$ cat src/rtl/sbcs_pkg.sv
// Package for the serial status and daisy-chain port of the system basis chip
package sbcs_pkg;

  localparam int WORD_LEN = 16;
  localparam int CH_NUM   = 8;
  localparam int SINK_CH  = 3;
  localparam int SYNC_W   = 18;

  // Configuration word field positions
  localparam int CFG_HISPEED  = 15;
  localparam int CFG_TXD_OFF  = 14;
  localparam int CFG_IHALF    = 13;
  localparam int CFG_LIN_EN   = 12;
  localparam int CFG_SLEEP    = 11;
  localparam int CFG_DIV_EN   = 10;
  localparam int CFG_DIV_SRC  = 9;
  localparam int CFG_PROG     = 8;
  localparam int CFG_ADDR_HI  = 7;
  localparam int CFG_ADDR_LO  = 5;
  localparam int CFG_SRC_EN   = 4;
  localparam int CFG_SINK     = 3;
  localparam int CFG_INT_CTL  = 2;
  localparam int CFG_SHARED   = 1;
  localparam int CFG_WD_OFF   = 0;

  // Interrupt cause codes
  localparam logic [1:0] IRQ_POWER_UP = 2'h0;
  localparam logic [1:0] IRQ_IGN_WAKE = 2'h2;
  localparam logic [1:0] IRQ_LIN_WAKE = 2'h3;

  localparam logic [15:0] CFG_RESET  = 16'h0000;
  localparam logic [4:0]  CNT_RESET  = 5'h00;
  localparam logic [4:0]  CNT_FULL   = 5'h10;
  localparam logic [4:0]  CNT_BEYOND = 5'h11;

  typedef struct packed {
    logic [3:0] mux_field;
    logic       watchdog_on_flag;
    logic       supply_low_flag;
    logic       irq_cause_hi;
    logic       irq_cause_lo;
    logic [7:0] switch_compare_result;
  } sbcs_status_t;

  typedef struct packed {
    logic sck;
    logic cs_n;
    logic mosi;
  } sbcs_link_t;

endpackage

$ cat src/rtl/sbcs_spi_status.sv
// Serial status port of the system basis chip with daisy-chain shift-through
`timescale 1ns/1ps
module sbcs_spi_status
  import sbcs_pkg::*;
#(
  parameter int CHANNELS = CH_NUM
) (
  // Clock and reset
  input  wire logic                i_sys_clk,
  input  wire logic                i_rst,
  // Serial link pins
  input  wire logic                i_sck,
  input  wire logic                i_chip_select_low_n,
  input  wire logic                i_mosi,
  output logic                     o_miso,
  output logic                     o_miso_oe_n,
  // Analog and event sources for the status word
  input  wire logic                i_regulator_hot_flag,
  input  wire logic                i_bus_driver_hot_flag,
  input  wire logic                i_source_hot_flag,
  input  wire logic                i_ignition_input,
  input  wire logic                i_supply_low,
  input  wire logic [CHANNELS-1:0] i_switch_compare_result,
  input  wire logic                i_ignition_wake,
  input  wire logic                i_lin_wake,
  // Global configuration outputs
  output logic                     o_lin_high_speed,
  output logic                     o_txd_timeout_off,
  output logic                     o_current_half,
  output logic                     o_lin_enable,
  output logic                     o_sleep_request,
  output logic                     o_divider_out_enable,
  output logic                     o_divider_shows_switch,
  output logic [2:0]               o_divider_channel_addr,
  output logic                     o_slope_control_off,
  output logic                     o_watchdog_off,
  // Per-channel configuration outputs
  output logic [CHANNELS-1:0]      o_source_enable,
  output logic [CHANNELS-1:0]      o_source_internal_control,
  output logic [CHANNELS-1:0]      o_switch_irq_enable,
  output logic [SINK_CH-1:0]       o_sink_select
);

  ////////////////////////////////////////////////////////////////////////////
  // Input synchronisers

  logic [SYNC_W-1:0] async_in;
  logic [SYNC_W-1:0] meta_r;
  logic [SYNC_W-1:0] sync_r;

  assign async_in = {i_sck, i_chip_select_low_n, i_mosi,
                     i_regulator_hot_flag, i_bus_driver_hot_flag,
                     i_source_hot_flag, i_ignition_input, i_supply_low,
                     i_switch_compare_result, i_ignition_wake, i_lin_wake};

  always_ff @(posedge i_sys_clk or posedge i_rst) begin
    if (i_rst) begin
      // Idle link levels in both stages, so no false select edge follows reset
      meta_r <= {1'b0, 1'b1, {(SYNC_W-2){1'b0}}};
      sync_r <= {1'b0, 1'b1, {(SYNC_W-2){1'b0}}};
    end else begin
      meta_r <= async_in;
      sync_r <= meta_r;
    end
  end

  sbcs_link_t link;
  wire logic  reg_hot;
  wire logic  drv_hot;
  wire logic  src_hot;
  wire logic  ign_level;
  wire logic  supply_low;
  wire logic [CHANNELS-1:0] compare;
  wire logic  ign_wake;
  wire logic  lin_wake;

  assign link       = sync_r[SYNC_W-1 -: 3];
  assign reg_hot    = sync_r[14];
  assign drv_hot    = sync_r[13];
  assign src_hot    = sync_r[12];
  assign ign_level  = sync_r[11];
  assign supply_low = sync_r[10];
  assign compare    = sync_r[9:2];
  assign ign_wake   = sync_r[1];
  assign lin_wake   = sync_r[0];

  ////////////////////////////////////////////////////////////////////////////
  // Edge detection on the synchronised link

  logic sck_d_r;
  logic cs_n_d_r;
  logic ign_wake_d_r;
  logic lin_wake_d_r;

  always_ff @(posedge i_sys_clk or posedge i_rst) begin
    if (i_rst) begin
      sck_d_r      <= 1'b0;
      cs_n_d_r     <= 1'b1;
      ign_wake_d_r <= 1'b0;
      lin_wake_d_r <= 1'b0;
    end else begin
      sck_d_r      <= link.sck;
      cs_n_d_r     <= link.cs_n;
      ign_wake_d_r <= ign_wake;
      lin_wake_d_r <= lin_wake;
    end
  end

  wire logic selected;
  wire logic cs_fall;
  wire logic cs_rise;
  wire logic sck_rise;
  wire logic sck_fall;

  assign selected = ~link.cs_n & ~cs_n_d_r;
  assign cs_fall  = ~link.cs_n & cs_n_d_r;
  assign cs_rise  = link.cs_n & ~cs_n_d_r;
  // Clock edges count only inside a frame
  assign sck_rise = selected & link.sck & ~sck_d_r;
  assign sck_fall = selected & ~link.sck & sck_d_r;

  ////////////////////////////////////////////////////////////////////////////
  // Configuration register and its decoding

  logic [WORD_LEN-1:0] cfg_r;
  logic [CHANNELS-1:0] src_en_r;
  logic [CHANNELS-1:0] int_ctl_r;
  logic [CHANNELS-1:0] irq_en_r;
  logic [SINK_CH-1:0]  sink_r;
  logic                slope_off_r;
  logic [WORD_LEN-1:0] rx_r;
  logic [4:0]          cnt_r;

  // Only a frame of exactly one word is taken as a command
  wire logic load_cmd;
  wire logic word_read;
  wire logic prog;
  wire logic [2:0] addr;

  assign load_cmd  = cs_rise & (cnt_r == CNT_FULL);
  assign word_read = cs_rise & (cnt_r >= CNT_FULL);
  assign prog      = rx_r[CFG_PROG];
  assign addr      = rx_r[CFG_ADDR_HI:CFG_ADDR_LO];

  function automatic logic ch_hit(input logic [2:0] a, input int ch);
    ch_hit = (a == ch[2:0]);
  endfunction

  always_ff @(posedge i_sys_clk or posedge i_rst) begin
    if (i_rst) begin
      cfg_r       <= CFG_RESET;
      slope_off_r <= 1'b0;
    end else if (load_cmd) begin
      cfg_r <= rx_r;
      if (!prog) begin
        slope_off_r <= rx_r[CFG_SHARED];
      end
    end
  end

  genvar g;
  generate
    for (g = 0; g < CHANNELS; g = g + 1) begin : g_ch
      wire logic upd;
      assign upd = load_cmd & prog & ch_hit(addr, g);
      always_ff @(posedge i_sys_clk or posedge i_rst) begin
        if (i_rst) begin
          src_en_r[g]  <= 1'b0;
          int_ctl_r[g] <= 1'b0;
          irq_en_r[g]  <= 1'b0;
        end else if (upd) begin
          src_en_r[g]  <= rx_r[CFG_SRC_EN];
          int_ctl_r[g] <= rx_r[CFG_INT_CTL];
          irq_en_r[g]  <= rx_r[CFG_SHARED];
        end
      end
      // Sink mode exists on the first channels only
      if (g < SINK_CH) begin : g_sink
        always_ff @(posedge i_sys_clk or posedge i_rst) begin
          if (i_rst) begin
            sink_r[g] <= 1'b0;
          end else if (upd) begin
            sink_r[g] <= rx_r[CFG_SINK];
          end
        end
      end
    end
  endgenerate

  ////////////////////////////////////////////////////////////////////////////
  // Interrupt cause field

  logic [1:0] cause_r;
  logic [1:0] cause_nxt;

  wire logic ign_evt;
  wire logic lin_evt;

  assign ign_evt = ign_wake & ~ign_wake_d_r;
  assign lin_evt = lin_wake & ~lin_wake_d_r;

  // A wake-up in the clearing cycle survives the clear
  always_comb begin
    cause_nxt = cause_r;
    if (word_read) begin
      cause_nxt = IRQ_POWER_UP;
    end
    if (lin_evt) begin
      cause_nxt = IRQ_LIN_WAKE;
    end else if (ign_evt) begin
      cause_nxt = IRQ_IGN_WAKE;
    end
  end

  always_ff @(posedge i_sys_clk or posedge i_rst) begin
    if (i_rst) begin
      cause_r <= IRQ_POWER_UP;
    end else begin
      cause_r <= cause_nxt;
    end
  end

  ////////////////////////////////////////////////////////////////////////////
  // Status word assembly

  sbcs_status_t status;
  wire logic    div_prev;

  // Uses the configuration of the previous command
  assign div_prev = cfg_r[CFG_DIV_EN];

  assign status.mux_field = div_prev ?
    {~cfg_r[CFG_DIV_SRC], cfg_r[CFG_ADDR_HI:CFG_ADDR_LO]} :
    {reg_hot, drv_hot, src_hot, ign_level};
  assign status.watchdog_on_flag      = ~cfg_r[CFG_WD_OFF];
  assign status.supply_low_flag       = supply_low;
  assign status.irq_cause_hi          = cause_r[1];
  assign status.irq_cause_lo          = cause_r[0];
  assign status.switch_compare_result = compare;

  ////////////////////////////////////////////////////////////////////////////
  // Shift path, clock counter and output pin

  logic [WORD_LEN-1:0] sh_r;
  logic                mosi_bit_r;
  logic                miso_r;
  logic                miso_oe_n_r;

  always_ff @(posedge i_sys_clk or posedge i_rst) begin
    if (i_rst) begin
      cnt_r <= CNT_RESET;
      rx_r  <= '0;
    end else if (cs_fall) begin
      cnt_r <= CNT_RESET;
    end else if (sck_rise) begin
      rx_r <= {rx_r[WORD_LEN-2:0], link.mosi};
      if (cnt_r != CNT_BEYOND) begin
        cnt_r <= cnt_r + 5'h01;
      end
    end
  end

  // Received bits follow the status word, one word late
  always_ff @(posedge i_sys_clk or posedge i_rst) begin
    if (i_rst) begin
      sh_r       <= '0;
      mosi_bit_r <= 1'b0;
    end else if (cs_fall) begin
      sh_r <= status;
    end else if (sck_rise) begin
      mosi_bit_r <= link.mosi;
    end else if (sck_fall) begin
      sh_r <= {sh_r[WORD_LEN-2:0], mosi_bit_r};
    end
  end

  always_ff @(posedge i_sys_clk or posedge i_rst) begin
    if (i_rst) begin
      miso_r      <= 1'b0;
      miso_oe_n_r <= 1'b1;
    end else if (cs_fall) begin
      miso_r      <= status[WORD_LEN-1];
      miso_oe_n_r <= 1'b0;
    end else if (link.cs_n) begin
      miso_oe_n_r <= 1'b1;
    end else if (sck_fall) begin
      miso_r <= sh_r[WORD_LEN-2];
    end
  end

  ////////////////////////////////////////////////////////////////////////////
  // Outputs

  assign o_miso                    = miso_r;
  assign o_miso_oe_n               = miso_oe_n_r;
  assign o_lin_high_speed          = cfg_r[CFG_HISPEED];
  assign o_txd_timeout_off         = cfg_r[CFG_TXD_OFF];
  assign o_current_half            = cfg_r[CFG_IHALF];
  assign o_lin_enable              = cfg_r[CFG_LIN_EN];
  assign o_sleep_request           = cfg_r[CFG_SLEEP];
  assign o_divider_out_enable      = cfg_r[CFG_DIV_EN];
  assign o_divider_shows_switch    = cfg_r[CFG_DIV_SRC];
  assign o_divider_channel_addr    = cfg_r[CFG_ADDR_HI:CFG_ADDR_LO];
  assign o_slope_control_off       = slope_off_r;
  assign o_watchdog_off            = cfg_r[CFG_WD_OFF];
  assign o_source_enable           = src_en_r;
  assign o_source_internal_control = int_ctl_r;
  assign o_switch_irq_enable       = irq_en_r;
  assign o_sink_select             = sink_r;

endmodule

$ cat config.mk
export PLATFORM = sky130hd
export DESIGN_NAME = sbcs_spi_status
export DESIGN_NICKNAME = d
export VERILOG_FILES = /design/src/rtl/sbcs_pkg.sv /design/src/rtl/sbcs_spi_status.sv
export SDC_FILE = /design/constraint.sdc
export NUM_CORES = 1
export LEC_CHECK = 0
export BUFFER_PORTS_ARGS = -buffer_cell sky130_fd_sc_hd__buf_2
export CORE_ASPECT_RATIO = 1.75
export CORE_MARGIN = 4
export CORE_UTILIZATION = 59
export CTS_BUF_LIST = sky130_fd_sc_hd__clkbuf_8
export DETAILED_ROUTE_END_ITERATION = 12
export PLACE_DENSITY_LB_ADDON = 0.25
export SYNTH_ARGS = -nofsm -noshare
export SYNTH_HDL_FRONTEND = slang
export SYNTH_SLANG_ARGS = --single-unit
$ cat constraint.sdc
create_clock -name i_sys_clk -period 3.99 [get_ports i_sys_clk]
set_clock_uncertainty 0.15 [all_clocks]
set_input_delay 0.1995 -clock i_sys_clk [delete_from_list [all_inputs] [get_ports i_sys_clk]]
set_output_delay 0.1995 -clock i_sys_clk [all_outputs]
set_load 0.01 [all_outputs]
==> summary.txt <==
Power
  – P_leak: between 2 and 3 nW
  – Pwr dens: 487 nW/um^2
  – Sequential power share: 0.523
  – Max VDD drop: ~430 uV
  – Clk pwr share: 0.422
  – Combinational share of power: 0.055
  – Switch share: 0.229
  – Internal cell power: slightly above 2 mW
  – Psw: around 600 uW

Yosys
  – Syn nets: approximately 350
  – Mean Syn Cell Area: 13.6 um^2
  – #FFs+latches synth: between 100 and 150
  – Yosys cell types: 31
  – Post-synth EDFFs: 0
  – Synth warn: 0
  – Seq/Total Area, Yosys: 0.679
  – Post-synth ARST share: 1.00
  – Post-Syn Area: about 4400 um^2
  – Synthesized netlist cell count: ~320
  – Main synth FF type: dfrtp_1

STA
  – Fmax: about 440 MHz
  – Final setup fails: 0
  – Minimum clock period after layout: 2300 ps
  – Slew margin rel.: 0.290
  – Slew @ Worst Pin: roughly 1100 ps
  – Setup TNS: 0 ps
  – RSZ-0062 raised after global routing: false
  – Final Hold Fails: 0
  – Slew Viols, Final: 0
  – Final worst setup slack: ~1700 ps
  – Final worst-path cycle share: 0.576

Placed design
  – Port buffer count: 60
  – DP Worst Slack: between 1500 and 2000 ps
  – GPL Wtd Cong: 0.777
  – Post-DP HPWL: about 5600 um

Clock tree
  – Worst-path clk slew: about 70 ps
  – Clk buf depth: 2
  – Post CTS Setup Buffer Count: 0
  – Root Buffer: clkbuf_8
  – Total CTS buffers: 17
  – H-tree depth: 4
  – Cts hold-fix bufs: 19
  – Resize count post-CTS: 0
  – TritonCTS clock tree: yes
  – CTS Sinks: about 120
  – Clk_lat worst skew: roughly 420 ps

Critical path
  – Reg2reg path depth: 4
  – CP Class: reg2reg
  – Reg-to-reg slack, setup: about 1700 ps
  – R2R Path Start: sync_r[16]
  – Critical-path maximum fanout: 16
  – Critical Path RT: around 4100 ps
  – CP max stage cell: dfstp_2
  – Crit path max-delay family: simple AND/OR/NAND/NOR gates
  – Arrival @ worst endpoint: between 2000 and 2500 ps
  – CP cell instances: and3b_2 > and3_1 > nand3_1 > mux2_2
  – CP endpoint kind: flip-flop
  – Critical Path Source Type: flip-flop
  – Worst path bufs/invs: 0
  – CP max stage delay: 620 ps
  – Reg2reg end: o_source_enable[7]

Detailed routing
  – Routed Antenna Nets: 0
  – Detailed Route Iter0 Violations: between 100 and 150
  – Vias per cell: between 5 and 6
  – DR pass1 iterations: 4
  – Routed len/inst: around 16 um
  – DRT Wirelength: roughly 8300 um
  – DR DRC count: 0
  – Via count: between 2,000 and 3,000

Global route
  – GRT Overall Usage: 0.216
  – First-pass GRT wire length: between 10,000 and 15,000 um
  – Vias in the first global route: approximately 2,900
  – GR Overflow Total: 0
  – Initial antenna violation count: 0
  – Largest net degree at the start of global routing: between 70 and 80

Floorplan
  – Placement Rows: between 40 and 50
  – Initial Util: 0.607
  – Width of the chip: between 70 and 80 um
  – Chip height: 122 um
  – I/O pin count: between 60 and 70
  – Die ar.: 8940 um^2
  – Core Area: 7230 um^2

Finish
  – Antenna Cells: 0
  – Layout net count: between 400 and 500
  – Most common cell after layout, fill and taps aside: dfrtp_1
  – Fillers: between 400 and 500
  – Ratio of cells with drive above 1 in the final layout: 0.354
  – Commonest cells after routing, fill and taps aside: 115 x dfrtp_1, 60 x buf_2, 57 x nand2_1
  – Layout Area Growth over Synthesis: 22.1%

Hold path
  – Hold_sp: meta_r[15]
  – WHS Endpoint: sync_r[15]
  – Worst min-delay path category: reg2reg
  – Hold Path Depth: 0

Flow run
  – # Max-Cap Violations: 0

Outcome
  – Outcome: completed
[registers in the layout, summed over array words and instances (netlist names)]
name	cells
rx_r	16
o_miso_oe_n	1
meta_r	18
o_source_enable	8
o_switch_irq_enable	8
o_source_internal_control	8
o_slope_control_off	1
cfg_r	11
sck_d_r	1
sync_r	18
o_sink_select	3
sh_r	15
ign_wake_d_r	1
cs_n_d_r	1
lin_wake_d_r	1
cnt_r	5
o_miso	1
cause_r	2
[power groups by stage]
stage	combinational, mW	sequential (mW)	clock (mW)
2_1_floorplan	0.120	1.34	0
3_3_place_gp	0.126	1.39	0
3_5_place_dp	0.132	1.39	0
4_1_cts	0.148	1.37	1.13
5_1_grt	0.167	1.38	1.19
6_report	0.144	1.37	1.10
[metrics by stage]
step	utilization	area (um^2)	hold WS, ps	std cells	power (mW)
floorplan	-	4390	54.0	323	1.46
global placement	0.659	4760	156	456	1.51
detailed placement	0.659	4760	158	456	1.52
CTS	0.741	5360	195	507	2.64
global route	0.741	5360	200	507	2.73
finish	0.741	5360	194	507	2.61
[cell families after synthesis]
kind of cell | synth area share
DFF | 0.679
adders and majority gates | 0.00855
buffers and inverters | 0.0199
muxes | 0.155
and+or+nand+nor | 0.0958
xor gates and xnor gates | 0.00399
AOI/OAI and AO/OA | 0.0370
[final cells by class]
class,instances,area [um^2],area share
Sequential cell,119,2980,0.556
Multi-Input combinational cell,183,1330,0.248
Timing Repair Buffer,82,513,0.0957
Clock buffer,20,275,0.0513
Clock inverter,12,133,0.0247
Tap cell,86,108,0.0201
Inverter,5,21.3,0.00397
[worst reg2reg max path, stage by stage (launching register included)]
cell     delay [ps]
dfstp_2         620
and3b_2         260
and3_1          550
nand3_1         270
mux2_2          340
[per-layer routing]
metal / routed length, um / up-vias / GRT usage
li1: - / 1259 / -
met1: 3100 / 1335 / 0.249
met2: 4640 / 78 / 0.356
met3: 392 / 17 / 0.0702
met4: 183 / 0 / 0.105
met5: 0 / - / 0
[synth_stat cells (all sizes together) (2+ instances only)]
cell | number | area share
a21oi | 4 | 0.0046
mux2i | 16 | 0.036
a21o | 2 | 0.0034
nand2 | 57 | 0.049
a22o | 2 | 0.0040
dfstp | 4 | 0.024
nand3 | 8 | 0.012
mux2 | 45 | 0.12
nor2 | 10 | 0.0086
xnor2 | 2 | 0.0040
buf | 4 | 0.0054
or4 | 2 | 0.0043
nand2b | 5 | 0.0071
ha | 3 | 0.0086
and3 | 2 | 0.0028
inv | 5 | 0.0043
clkbuf | 12 | 0.010
nand3b | 2 | 0.0034
dfrtp | 115 | 0.66
o21ai | 17 | 0.019
[how the worst max path moves through the flow]
stage                          start                            to  depth (start not counted)  slack, ps
after CTS                 sync_r[16]            o_source_enable[7]                          4       1690
after detailed placement  sync_r[16]  o_source_internal_control[3]                          4       1730
final                     sync_r[16]            o_source_enable[7]                          4       1690
after global placement    sync_r[16]        o_switch_irq_enable[3]                          4       1790
after floorplan                i_rst                    cause_r[0]                          1        490
after global routing      sync_r[16]            o_source_enable[7]                          4       1580
Note: power is estimated with default switching activity, not from simulation.
